## src/slc_pkg.sv

```systemverilog
// Shared constants and types for the serial link transmitter control bank.
// Assumes registers are 8 bits wide, one per 32-bit Wishbone word.
package slc_pkg;

    // Register word indices; byte address is four times the index
    localparam logic [9:0] SOFT_SYNC_IDX = 10'h203;
    localparam logic [9:0] LINK_CTRL_IDX = 10'h204;
    localparam logic [9:0] TEST_CTRL_IDX = 10'h205;
    localparam logic [9:0] LINK_CFG_IDX = 10'h210;
    localparam logic [9:0] LINK_STAT_IDX = 10'h211;

    // Reset values
    localparam logic [7:0] SOFT_SYNC_RST = 8'h01;
    localparam logic [7:0] LINK_CTRL_RST = 8'h03;
    localparam logic [7:0] TEST_CTRL_RST = 8'h00;
    localparam logic [7:0] LINK_CFG_RST = 8'h01;

    // Writable bits; reserved bits stay zero
    localparam logic [7:0] SOFT_SYNC_MASK = 8'h01;
    localparam logic [7:0] LINK_CTRL_MASK = 8'h1F;
    localparam logic [7:0] TEST_CTRL_MASK = 8'h1F;
    localparam logic [7:0] LINK_CFG_MASK = 8'h07;

    // Field positions
    localparam int SOFT_SYNC_BIT = 0;
    localparam int SCRAMBLER_BIT = 0;
    localparam int FORMAT_BIT = 1;
    localparam int SYNC_SEL_LSB = 2;
    localparam int SYNC_SEL_MSB = 3;
    localparam int UPPER_LANE_BIT = 4;
    localparam int TEST_LSB = 0;
    localparam int TEST_MSB = 4;
    localparam int CFG_ENABLE_BIT = 0;
    localparam int CFG_64B66B_BIT = 1;
    localparam int CFG_TS_RX_BIT = 2;

    // Lane mapping
    localparam int MAX_LANES = 8;
    localparam logic [3:0] UPPER_LANE_BASE = 4'h4;

    // Fixed serial words
    localparam logic [15:0] WORD_LOW = 16'h0000;
    localparam logic [15:0] WORD_HIGH = 16'hFFFF;
    localparam logic [15:0] WORD_CLOCK = 16'h00FF;

    typedef enum logic [1:0] {
        SYNC_SINGLE = 2'h0,
        SYNC_STAMP = 2'h1,
        SYNC_SOFT = 2'h2,
        SYNC_SPARE = 2'h3
    } slc_sync_src_e;

    typedef enum logic [4:0] {
        PAT_NORMAL = 5'h00,
        PAT_PRBS7 = 5'h01,
        PAT_PRBS15 = 5'h02,
        PAT_PRBS23 = 5'h03,
        PAT_RAMP = 5'h04,
        PAT_TRANSPORT = 5'h05,
        PAT_D21_5 = 5'h06,
        PAT_K28_5 = 5'h07,
        PAT_ILA = 5'h08,
        PAT_RPAT = 5'h09,
        PAT_LOW = 5'h0A,
        PAT_HIGH = 5'h0B,
        PAT_PRBS9 = 5'h0D,
        PAT_PRBS31 = 5'h0E,
        PAT_CLOCK = 5'h0F,
        PAT_K28_7 = 5'h10
    } slc_pattern_e;

endpackage : slc_pkg

```

## src/slc_sync_select.sv

```systemverilog
// Sync source selection and the effective synchronization request.
// Assumes sync pins are active low and already synchronous to clk.
`timescale 1ns/100ps
`default_nettype none

module slc_sync_select (
    input wire logic clk,
    input wire logic reset,
    input wire logic softSyncN,
    input wire logic [1:0] syncSource,
    input wire logic tsReceiverEnable,
    input wire logic singleEndedSyncPinN,
    input wire logic timestampPinPairN,
    output logic syncRequest
);

    slc_pkg::slc_sync_src_e source;
    logic singleReq;
    logic stampReq;
    logic pinReq;
    logic requestD;

    // Pin selection; a disabled stamp receiver never requests
    assign source = slc_pkg::slc_sync_src_e'(syncSource);
    assign singleReq = !singleEndedSyncPinN;
    assign stampReq = tsReceiverEnable && !timestampPinPairN;
    assign pinReq = (source == slc_pkg::SYNC_SINGLE) ? singleReq :
                    (source == slc_pkg::SYNC_STAMP) ? stampReq : 1'b0;
    // Soft request ORs in for every source setting
    assign requestD = !softSyncN || pinReq;

    always_ff @(posedge clk) begin
        if (reset) begin
            syncRequest <= 1'b0;
        end else begin
            syncRequest <= requestD;
        end
    end

    // Software request wins whatever source is chosen
    soft_sync_a: assert property (@(posedge clk) disable iff (reset)
        !softSyncN |=> syncRequest)
        else $error("soft sync did not raise request");

    // A low selected pin cannot be overridden by the soft bit
    pin_hold_a: assert property (@(posedge clk) disable iff (reset)
        (source == slc_pkg::SYNC_SINGLE) && !singleEndedSyncPinN && softSyncN |=> syncRequest)
        else $error("low sync pin request dropped");

    // Stamp pair drives the request when selected
    stamp_src_a: assert property (@(posedge clk) disable iff (reset)
        (source == slc_pkg::SYNC_STAMP) && tsReceiverEnable && !timestampPinPairN |=> syncRequest)
        else $error("stamp pair request missed");

    // Soft source ignores both pins
    soft_only_a: assert property (@(posedge clk) disable iff (reset)
        (source == slc_pkg::SYNC_SOFT) && softSyncN |=> !syncRequest)
        else $error("pin leaked through soft source");

endmodule : slc_sync_select

`default_nettype wire

```

## src/slc_pattern_decode.sv

```systemverilog
// Test field decode into a pattern selection and a fixed serial word.
// Assumes the field and the encoding choice are held steady while the link is on.
`timescale 1ns/100ps
`default_nettype none

module slc_pattern_decode (
    input wire logic clk,
    input wire logic reset,
    input wire logic [4:0] testCode,
    input wire logic mode64b66b,
    output slc_pkg::slc_pattern_e patternMode,
    output logic [15:0] levelWord
);

    logic reservedCode;
    logic only8b10b;
    logic legalCode;
    slc_pkg::slc_pattern_e modeD;
    logic [15:0] wordD;

    // Reserved codes, and 8B/10B-only codes in 64B/66B mode, fall back to normal data
    assign reservedCode = (testCode == 5'h0C) || (testCode > 5'h10);
    assign only8b10b = (testCode == 5'h07) || (testCode == 5'h08) ||
                       (testCode == 5'h09) || (testCode == 5'h10);
    assign legalCode = !reservedCode && !(mode64b66b && only8b10b);
    assign modeD = legalCode ? slc_pkg::slc_pattern_e'(testCode) : slc_pkg::PAT_NORMAL;
    // Constant levels and the clock word on the serial outputs
    assign wordD = (modeD == slc_pkg::PAT_HIGH) ? slc_pkg::WORD_HIGH :
                   (modeD == slc_pkg::PAT_CLOCK) ? slc_pkg::WORD_CLOCK : slc_pkg::WORD_LOW;

    always_ff @(posedge clk) begin
        if (reset) begin
            patternMode <= slc_pkg::PAT_NORMAL;
            levelWord <= slc_pkg::WORD_LOW;
        end else begin
            patternMode <= modeD;
            levelWord <= wordD;
        end
    end

    // 8B/10B-only patterns are refused in 64B/66B mode
    only_8b10b_a: assert property (@(posedge clk) disable iff (reset)
        mode64b66b && only8b10b |=> patternMode == slc_pkg::PAT_NORMAL)
        else $error("8b10b-only pattern offered in 64b66b mode");

    // Clock word appears one cycle after code 15
    clock_word_a: assert property (@(posedge clk) disable iff (reset)
        testCode == 5'h0F |=> levelWord == 16'h00FF && patternMode == slc_pkg::PAT_CLOCK)
        else $error("clock pattern word wrong");

    // PRBS31 selection
    prbs_sel_a: assert property (@(posedge clk) disable iff (reset)
        testCode == 5'h0E |=> patternMode == slc_pkg::PAT_PRBS31)
        else $error("prbs31 not selected");

endmodule : slc_pattern_decode

`default_nettype wire

```

## src/slc_link_regs.sv

```systemverilog
// Wishbone register bank steering the serial link transmitter controls.
// Assumes a classic Wishbone master on clk; pins and laneCount are synchronous to clk.
`timescale 1ns/100ps
`default_nettype none

// Contract
// - Soft sync bit at zero raises a sync request; reset value one.
// - Soft sync bit requests regardless of the sync source field.
// - A low selected pin keeps the request; only source 2 frees it. The code frees it for source 3 as well.
// - Upper-lane bit zero drives lanes 0 to L-1.
// - Upper-lane bit one drives lanes 4 to 4+L-1, lanes 0-3 idle.
// - Sync source field at bits 3:2; zero takes the single-ended pin.
// - Source one takes the timestamp pair; software enables its receiver.
// - Source two ignores pins and uses only the soft sync bit.
// - Format bit zero gives offset binary, one two's complement; reset one.
// - In 8B/10B modes the scrambler bit turns scrambling on; reset one.
// - In 64B/66B modes scrambling is always on.
// - Test field bits 4:0 select PRBS7/15/23/9/31; zero is normal.
// - Test values 4, 5, 6 give ramp, transport and D21.5 patterns.
// - Test values 7, 8, 9, 16 are offered only in 8B/10B modes.
// - Test value 10 holds outputs low, 11 holds them high.
// - Test value 15 sends the repeating 0x00FF clock word.
// - Link disabled holds transmitter in reset, powered down, ignoring SYSREF.
module slc_link_regs #(
    parameter int MAX_LANES = slc_pkg::MAX_LANES
) (
    input wire logic clk,
    input wire logic reset,
    input wire logic wb_cyc_i,
    input wire logic wb_stb_i,
    input wire logic wb_we_i,
    input wire logic [11:0] wb_adr_i,
    input wire logic [3:0] wb_sel_i,
    input wire logic [31:0] wb_dat_i,
    output logic [31:0] wb_dat_o,
    output logic wb_ack_o,
    input wire logic singleEndedSyncPinN,
    input wire logic timestampPinPairN,
    input wire logic [3:0] laneCount,
    input wire logic sysrefIn,
    output logic syncRequest,
    output logic [MAX_LANES-1:0] laneEnable,
    output logic linkReset,
    output logic serializerPowerDown,
    output logic linkClockEnable,
    output logic sysrefToCounter,
    output logic sampleTwosComplement,
    output logic scramblerOn,
    output slc_pkg::slc_pattern_e patternMode,
    output logic [15:0] levelWord
);

    // Stored registers, reserved bits held at zero
    logic [7:0] softSync_q;
    logic [7:0] linkCtrl_q;
    logic [7:0] testCtrl_q;
    logic [7:0] linkCfg_q;

    // Bus handshake state
    logic ack_q;
    logic [31:0] rdData_q;

    // Registered control outputs and their next-state values
    logic [MAX_LANES-1:0] laneEnable_q;
    logic [MAX_LANES-1:0] laneEnable_d;
    logic linkReset_q;
    logic powerDown_q;
    logic clockEnable_q;
    logic sysrefGate_q;
    logic twosComp_q;
    logic scrambler_q;
    logic scrambler_d;

    // Address decode and bus qualifiers
    logic [9:0] wordIndex;
    logic hitSoft;
    logic hitCtrl;
    logic hitTest;
    logic hitCfg;
    logic hitStat;
    logic reqValid;
    logic wrStrobe;
    logic [7:0] wrByte;
    logic [7:0] statusByte;
    logic [7:0] readByte;

    // Field views
    logic softSyncN;
    logic upperLane;
    logic [1:0] syncSource;
    logic formatBit;
    logic scramblerBit;
    logic [4:0] testCode;
    logic linkEnable;
    logic mode64b66b;
    logic tsReceiverEnable;

    // Decode from word index; byte lane 0 carries all register data
    assign wordIndex = wb_adr_i[11:2];
    assign hitSoft = wordIndex == slc_pkg::SOFT_SYNC_IDX;
    assign hitCtrl = wordIndex == slc_pkg::LINK_CTRL_IDX;
    assign hitTest = wordIndex == slc_pkg::TEST_CTRL_IDX;
    assign hitCfg = wordIndex == slc_pkg::LINK_CFG_IDX;
    assign hitStat = wordIndex == slc_pkg::LINK_STAT_IDX;

    // Write lands at the edge the master sees ack, never twice
    assign reqValid = wb_cyc_i && wb_stb_i && !ack_q;
    assign wrStrobe = wb_cyc_i && wb_stb_i && wb_we_i && ack_q && wb_sel_i[0];
    assign wrByte = wb_dat_i[7:0];

    // Field extraction
    assign softSyncN = softSync_q[slc_pkg::SOFT_SYNC_BIT];
    assign upperLane = linkCtrl_q[slc_pkg::UPPER_LANE_BIT];
    assign syncSource = linkCtrl_q[slc_pkg::SYNC_SEL_MSB:slc_pkg::SYNC_SEL_LSB];
    assign formatBit = linkCtrl_q[slc_pkg::FORMAT_BIT];
    assign scramblerBit = linkCtrl_q[slc_pkg::SCRAMBLER_BIT];
    assign testCode = testCtrl_q[slc_pkg::TEST_MSB:slc_pkg::TEST_LSB];
    assign linkEnable = linkCfg_q[slc_pkg::CFG_ENABLE_BIT];
    assign mode64b66b = linkCfg_q[slc_pkg::CFG_64B66B_BIT];
    assign tsReceiverEnable = linkCfg_q[slc_pkg::CFG_TS_RX_BIT];

    // Status shows live block state; unmapped words read zero
    assign statusByte = {5'h00, linkEnable, scrambler_q, syncRequest};
    assign readByte = hitSoft ? softSync_q :
                      hitCtrl ? linkCtrl_q :
                      hitTest ? testCtrl_q :
                      hitCfg ? linkCfg_q :
                      hitStat ? statusByte : 8'h00;

    // Ack one cycle after the request, dropped the cycle after
    always_ff @(posedge clk) begin
        if (reset) begin
            ack_q <= 1'b0;
            rdData_q <= 32'h00000000;
        end else begin
            ack_q <= reqValid;
            rdData_q <= {24'h000000, readByte};
        end
    end

    // Soft sync register
    always_ff @(posedge clk) begin
        if (reset) begin
            softSync_q <= slc_pkg::SOFT_SYNC_RST;
        end else if (wrStrobe && hitSoft) begin
            softSync_q <= wrByte & slc_pkg::SOFT_SYNC_MASK;
        end
    end

    // Lane map, sync source, format and scrambler register
    always_ff @(posedge clk) begin
        if (reset) begin
            linkCtrl_q <= slc_pkg::LINK_CTRL_RST;
        end else if (wrStrobe && hitCtrl) begin
            linkCtrl_q <= wrByte & slc_pkg::LINK_CTRL_MASK;
        end
    end

    // Test pattern register
    always_ff @(posedge clk) begin
        if (reset) begin
            testCtrl_q <= slc_pkg::TEST_CTRL_RST;
        end else if (wrStrobe && hitTest) begin
            testCtrl_q <= wrByte & slc_pkg::TEST_CTRL_MASK;
        end
    end

    // Link enable, encoding and stamp receiver register
    always_ff @(posedge clk) begin
        if (reset) begin
            linkCfg_q <= slc_pkg::LINK_CFG_RST;
        end else if (wrStrobe && hitCfg) begin
            linkCfg_q <= wrByte & slc_pkg::LINK_CFG_MASK;
        end
    end

    // Per-lane enable; counts above four in upper mode are left to software
    generate
        for (genvar i = 0; i < MAX_LANES; i++) begin : g_lane
            localparam logic [3:0] LANE = 4'(i);
            logic normalUse;
            logic upperUse;
            assign normalUse = LANE < laneCount;
            assign upperUse = (LANE >= slc_pkg::UPPER_LANE_BASE) &&
                              ((LANE - slc_pkg::UPPER_LANE_BASE) < laneCount);
            assign laneEnable_d[i] = linkEnable && (upperLane ? upperUse : normalUse);
        end
    endgenerate

    // 64B/66B always scrambles; the bit only matters for 8B/10B
    assign scrambler_d = mode64b66b || scramblerBit;

    // Link gating; disabled link blocks SYSREF from the multiframe counter
    always_ff @(posedge clk) begin
        if (reset) begin
            laneEnable_q <= '0;
            linkReset_q <= 1'b1;
            powerDown_q <= 1'b1;
            clockEnable_q <= 1'b0;
            sysrefGate_q <= 1'b0;
        end else begin
            laneEnable_q <= laneEnable_d;
            linkReset_q <= !linkEnable;
            powerDown_q <= !linkEnable;
            clockEnable_q <= linkEnable;
            sysrefGate_q <= linkEnable && sysrefIn;
        end
    end

    // Sample format and scrambler outputs
    always_ff @(posedge clk) begin
        if (reset) begin
            twosComp_q <= 1'b1;
            scrambler_q <= 1'b1;
        end else begin
            twosComp_q <= formatBit;
            scrambler_q <= scrambler_d;
        end
    end

    // Effective synchronization request
    slc_sync_select u_sync (
        .clk(clk),
        .reset(reset),
        .softSyncN(softSyncN),
        .syncSource(syncSource),
        .tsReceiverEnable(tsReceiverEnable),
        .singleEndedSyncPinN(singleEndedSyncPinN),
        .timestampPinPairN(timestampPinPairN),
        .syncRequest(syncRequest)
    );

    // Test pattern selection
    slc_pattern_decode u_pattern (
        .clk(clk),
        .reset(reset),
        .testCode(testCode),
        .mode64b66b(mode64b66b),
        .patternMode(patternMode),
        .levelWord(levelWord)
    );

    // Output wiring from flops
    assign wb_ack_o = ack_q;
    assign wb_dat_o = rdData_q;
    assign laneEnable = laneEnable_q;
    assign linkReset = linkReset_q;
    assign serializerPowerDown = powerDown_q;
    assign linkClockEnable = clockEnable_q;
    assign sysrefToCounter = sysrefGate_q;
    assign sampleTwosComplement = twosComp_q;
    assign scramblerOn = scrambler_q;

    // Ack is a single-cycle pulse per request
    bus_ack_a: assert property (@(posedge clk) disable iff (reset)
        reqValid |=> wb_ack_o ##1 !wb_ack_o)
        else $error("ack not a single pulse");

    // Writing zero to soft sync reaches the request two edges later
    soft_write_a: assert property (@(posedge clk) disable iff (reset)
        wrStrobe && hitSoft && !wrByte[0] |=> ##1 syncRequest)
        else $error("soft sync write did not request");

    // Normal mapping with two lanes; sampled reset keeps the release edge out
    lane_normal_a: assert property (@(posedge clk) disable iff (reset)
        !reset && linkEnable && !upperLane && laneCount == 4'h2 |=> laneEnable == 8'h03)
        else $error("normal lane map wrong");

    // Upper mapping with two lanes leaves lanes 0 to 3 idle
    lane_upper_a: assert property (@(posedge clk) disable iff (reset)
        linkEnable && upperLane && laneCount == 4'h2 |=> laneEnable == 8'h30)
        else $error("upper lane map wrong");

    // Disabled link is reset, powered down and deaf to SYSREF
    link_off_a: assert property (@(posedge clk) disable iff (reset)
        !linkEnable |=> linkReset && serializerPowerDown && !linkClockEnable &&
                        laneEnable == 8'h00 && !sysrefToCounter)
        else $error("disabled link not held off");

    // SYSREF passes only while enabled; release edge still shows reset outputs
    sysref_pass_a: assert property (@(posedge clk) disable iff (reset)
        !reset && linkEnable && sysrefIn |=> sysrefToCounter)
        else $error("sysref not passed");

    // Format output follows the bit
    format_a: assert property (@(posedge clk) disable iff (reset)
        ##1 sampleTwosComplement == $past(formatBit))
        else $error("sample format mismatch");

    // 64B/66B forces scrambling
    scramble_64_a: assert property (@(posedge clk) disable iff (reset)
        mode64b66b |=> scramblerOn)
        else $error("64b66b not scrambled");

    // 8B/10B honours a cleared scrambler bit
    scramble_8b_a: assert property (@(posedge clk) disable iff (reset)
        !mode64b66b && !scramblerBit |=> !scramblerOn)
        else $error("8b10b scrambler not off");

    // Held-low pattern drives a zero word
    held_low_a: assert property (@(posedge clk) disable iff (reset)
        testCode == 5'h0A |=> levelWord == 16'h0000 && patternMode == slc_pkg::PAT_LOW)
        else $error("held low pattern wrong");

    // Ramp selection
    ramp_sel_a: assert property (@(posedge clk) disable iff (reset)
        testCode == 5'h04 |=> patternMode == slc_pkg::PAT_RAMP)
        else $error("ramp not selected");

    // Upper mapping never drives the low four lanes
    lane_idle_a: assert property (@(posedge clk) disable iff (reset)
        linkEnable && upperLane |=> laneEnable[3:0] == 4'h0)
        else $error("low lanes driven in upper map");

    // 8B/10B honours a set scrambler bit
    scramble_on_a: assert property (@(posedge clk) disable iff (reset)
        !mode64b66b && scramblerBit |=> scramblerOn)
        else $error("8b10b scrambler not on");

    // Enabled link leaves reset and powers up; release edge left out
    link_on_a: assert property (@(posedge clk) disable iff (reset)
        !reset && linkEnable |=> !linkReset && !serializerPowerDown && linkClockEnable)
        else $error("enabled link still held off");

    // Read data carries zeros above byte lane 0
    rd_upper_a: assert property (@(posedge clk) disable iff (reset)
        wb_ack_o |-> wb_dat_o[31:8] == 24'h000000)
        else $error("read data upper bytes not zero");

endmodule : slc_link_regs

`default_nettype wire

```

## config.mk

```make
export PLATFORM = sky130hd
export DESIGN_NAME = slc_link_regs
export DESIGN_NICKNAME = d
export VERILOG_FILES = /design/src/slc_pkg.sv /design/src/slc_sync_select.sv /design/src/slc_pattern_decode.sv /design/src/slc_link_regs.sv
export SDC_FILE = /design/constraint.sdc
export NUM_CORES = 1
export LEC_CHECK = 0
export BUFFER_PORTS_ARGS = -buffer_cell sky130_fd_sc_hd__buf_2
export CAP_MARGIN = 10
export CELL_PAD_IN_SITES_DETAIL_PLACEMENT = 0
export CELL_PAD_IN_SITES_GLOBAL_PLACEMENT = 1
export CORE_MARGIN = 4
export CORE_UTILIZATION = 28
export CTS_BUF_LIST = sky130_fd_sc_hd__clkbuf_4
export DETAILED_ROUTE_END_ITERATION = 8
export PLACE_DENSITY = 0.83
export REMOVE_ABC_BUFFERS = 1
export SYNTH_ARGS = -nofsm -noshare
export SYNTH_HDL_FRONTEND = slang
export SYNTH_SLANG_ARGS = --single-unit
export TNS_END_PERCENT = 10
```

## constraint.sdc

```tcl
create_clock -name clk -period 1.76 [get_ports clk]
set_input_delay 0.352 -clock clk [delete_from_list [all_inputs] [get_ports clk]]
set_output_delay 0.352 -clock clk [all_outputs]
set_load 0.05 [all_outputs]
```

### Word-level counts from Yosys, hierarchy flattened

Index checks and enable logic that the tools add are counted.

* input port bits: 60
* flip-flop bits (word level): 82
* output and inout port bits: 69

* reduce and logical (&&, ||, !) cells: 35
* equality and inequality tests: 13
* magnitude comparators: 9
* multiplexer cells: 18

Operators with widths (count)
* $eq 10x10->1 const B: 5
* $eq 5x4->1 const B: 5
* $logic_and 1x1->1: 21
* $mux 5: 4
* $lt 3x4->1 const A: 4
* $mux 16: 1
* $mux 1: 10
* $lt 1x4->1 const A: 2
* $lt 2x4->1 const A: 2
* $mux 8: 1
* $logic_not 1->1: 7
* $logic_or 1x1->1: 6
* $mux 3: 2
* $eq 5x3->1 const B: 1
* $eq 5x5->1 const B: 1
* $gt 5x5->1 const B: 1
* $eq 2x1->1 const B: 1
* $logic_not 2->1: 1

### Depth between registers and ports, before layout

* depth in word-level cells: 11
* depth in mapped cells: 5
* mapped depth without buffers: 4

### Cells and area by module

A second synthesis with hierarchy kept.

* cells, all modules: 229
* area total of the unflattened synthesis: 2052.0 um^2

By module, submodules not included
* slc_link_regs: cells an instance 179, area an instance 1617.8 um^2, sequential area each 660.6 um^2, instances 1
* slc_pattern_decode: cells an instance 46, area an instance 384.1 um^2, sequential area each 140.1 um^2, instances 1
* slc_sync_select: cells an instance 4, area an instance 50.0 um^2, sequential area each 20.0 um^2, instances 1

### Worst setup path after synthesis

No wires, ideal clock.

* path kind: input to register
* start point: input wb_adr_i[10]
* end point: register testCtrl_q[0]
* required time: 1.688 ns
* arrival time: 1.660 ns
* slack: 0.028 ns
* stages: 5
* path buffers: 1
* cells stage by stage: or4b_4 nor4_4 and4b_1 buf_4 mux2i_1

* word-level cells in the longest chain between the ends: 2

RTL lines
* from (decl): line slc_link_regs.sv:32 `input wire logic [11:0] wb_adr_i,`
* $eq 10x10->1: line slc_link_regs.sv:102 `assign hitTest = wordIndex == slc_pkg::TEST_CTRL_IDX;`
* $logic_and 1x1->1: line slc_link_regs.sv:163 `end else if (wrStrobe && hitTest) begin`
* to (signal assigned): line slc_link_regs.sv:162 `testCtrl_q <= slc_pkg::TEST_CTRL_RST;`
* to (signal assigned): line slc_link_regs.sv:164 `testCtrl_q <= wrByte & slc_pkg::TEST_CTRL_MASK;`
* to (decl): line slc_link_regs.sv:56 `logic [7:0] testCtrl_q;`

Every way passes these cells.
A chain may end at the register's enable or synchronous reset.

### Final worst setup path

* start point: input wb_adr_i[10]
* end point: register testCtrl_q[4]

The elaborated chain is that of the path after synthesis.

==> results.cfg <==
[run_status]
status = finished, final reports clean

[synth]
ys.warnings.count = 0
syn_avg_cell_area_um2 = 9.18
synthSimpleGateAreaFrac_pct = 22.6
synth-seq-area-share_pct = 40.3
synth_compound_area_share_pct = 6.94
synthXorXnorAreaFrac_pct = 0
synth_cell_types = 40
synthMuxAreaShare_pct = 10.0
netlist_area_um2 = 2040
synth_fa_ha_area_share_pct = 0.983
synthCells = 222
synth_seq_cells = 41
synth_top_family_by_area = simple AND/OR/NAND/NOR gates

[clocking]
path_clk_slew_ns = 0.12
cts_resized = 0
cts_buffers = 5
cts_tree = built
cts_sinks = 41
insertion_delay_ns = 0.34
postCtsHoldBufs = 0
cts_setup_buffers = 0
cts_max_level = 2
cts_root_buffer = clkbuf_4
cts_buffer_depth = 2

[timing]
fin_ws_ns = 0.154
setup_violations = 0
holdWs_ns = 0.210
max_freq_mhz = 623
final.min_clock_period_ns = 1.61
rsz0062_at_grt = false
period_share_pct = 91.2
clock_skew_ns = 0.0123
setup_tns_ns = 0
slew_violations = 0
hold_viol_final = 0

[grt]
grt_pass1_vias = 1370
grt-ovfl-total = 0
grt_pass1_wl_um = 6670
grt_max_degree = 16
grt_usage_pct = 9.87
antenna_found_initial = 0

[floorplanning]
start_util_pct = 29.3
die_area_um2 = 8700
die_w_um = 93.3
core_um2 = 6940
ios = 129
row_count = 30
die_h_um = 93.3

[drt]
antenna_left = 0
drtPass1Iterations = 4
vias = 1569
drcViolationCount = 0
wl_per_cell_um = 11.7
drt-vias-per-instance = 4.21
drt-initial-drc-count = 86
drt_wl_total_um = 4370

[setup_path]
cp_slowest_cell = or4b_4
critPathKind = input pin to flip-flop
worst-r2r-setup-slack_ns = 0.31
r2r_cells = 4
end_kind = flip-flop
cp-startpoint = wb_adr_i[10]
regToRegStartpoint = wb_ack_o
setup.worst_path.start_class = input pin
arrival_ns = 1.89
r2r_end = testCtrl_q[4]
max_stage_delay_ns = 0.56
crit_fanout = 4
cp_cell_sequence = buf_2, or4b_4, nor4_4, and4b_1, mux2i_1
crit_required_ns = 2.04

[worst_hold_path]
hold_start = sysrefIn
hp-class = input pin to flip-flop
hold_end = sysrefToCounter
min_path_cells = 2

[final_layout]
multi_input_area_um2 = 927
final_nets = 336
fin_area_um2 = 2320
stdcell_count = 373
drive_gt1_share_pct = 32.1
seq_area_um2 = 821
synthToLayoutAreaGrowth_pct = 13.7
fillers = 724
antenna_cells = 0
final_cell_mix = buf_2, dfxtp_1, conb_1
layout_commonest_cell = buf_2

[placed_design]
dp.final_hpwl_um = 3450
dp_slack_ns = -0.213
placed_cells = 365
place_area_um2 = 2270
portBuffers = 69
place.gp.congestion = 0.788

[job]
max-cap-violations = 0

[power_and_ir_drop]
vdd_drop_max_uv = 264
p_leak_nw = 1.09
p_per_area_nw_per_um2 = 749
[where the power goes]
part	leakage [nW]	switching, mW	internal (mW)
sequential	0.335	0.00430	0.946
clock	0.0300	0.305	0.145
combinational	0.727	0.266	0.0690
total	1.09	0.576	1.16
[per-stage QoR]
stage | total power [mW] | util (%)
final | 1.74 | 33.4
after global routing | 1.83 | 33.4
after CTS | 1.76 | 33.4
after floorplan | 1.22 | -
after global placement | 1.30 | 32.6
after detailed placement | 1.31 | 32.6
[state kept, by name (all words and copies together), names as in the netlist, 2 cells and up]
name                   count
wb_dat_o                   5
linkCfg_q                  3
u_pattern.patternMode      5
linkCtrl_q                 5
u_pattern.levelWord        2
testCtrl_q                 5
laneEnable                 8
[how the worst max path moves through the flow]
stage                     cells past startpoint             to  slack [ns]
final                                         5  testCtrl_q[4]        0.15
after global routing                          5  testCtrl_q[0]        0.13
after CTS                                     5  testCtrl_q[4]        0.16
after detailed placement                      5  testCtrl_q[0]       -0.21
after global placement                        5  testCtrl_q[3]       -0.20
after floorplan                               0   levelWord[0]       -1.43
[layer usage]
metal / track usage (%) / share of wire [%] / vias up
met5: 0 / 0 / -
met4: 2.93 / 1.0 / 0
met3: 3.70 / 9.6 / 5
met2: 15.4 / 46 / 67
met1: 12.6 / 44 / 705
li1: - / - / 792
[cell type report]
class,instances,area share [%]
inverter,6,0.972
timing repair buffer,73,16.2
clock inverter,3,0.540
sequential,41,35.4
clock buffer,5,1.62
multi-input combinational,149,40.0
tap,96,5.19
[Yosys cell counts, drive strengths merged]
cell type  number  area share [%]
a211oi          2            0.74
clkbuf          8             1.5
a22oi           1            0.37
clkinv          1            0.18
nand2          11             2.0
and4            2            0.86
maj3            2            0.98
or4             1            0.55
a311oi          1            0.43
nand4b          3             1.3
nor3           10             2.5
o32ai           1            0.43
o211a           1            0.49
or3             1            0.31
nand4           1            0.31
nand2b         17             5.2
a221oi          3             1.3
nor4            1             1.0
conb            1            0.18
nand3b          1            0.37
dfxtp          41              40
buf            44              16
o21ai           6             1.5
o22ai           1            0.31
mux2i          17             8.4
and4b           1            0.49
nand3           1            0.49
mux2            3             1.7
a21oi           4            0.98
and2            1            0.31
a41oi           1            0.43
nor3b           1            0.37
and3            2            0.68
or2             2            0.61
nor2           18             3.3
nor2b           4             1.2
inv             5            0.92
or4b            1            0.68
[cells by family after synthesis]
family                   count (synthesis)
AND/OR/NAND/NOR                         79
buffers and inverters                   58
flip-flops                              41
AO/OA/AOI/OAI                           21
multiplexers                            20
adder cells (fa/ha/maj)                  2
other                                    1
[critical path, delay by kind of cell]
kind | cells | cell delay, ns
buf+inv | 1 | 0.09
mux | 1 | 0.19
simple gates | 3 | 1.24
No activity file was read; power rests on OpenSTA's default activity.
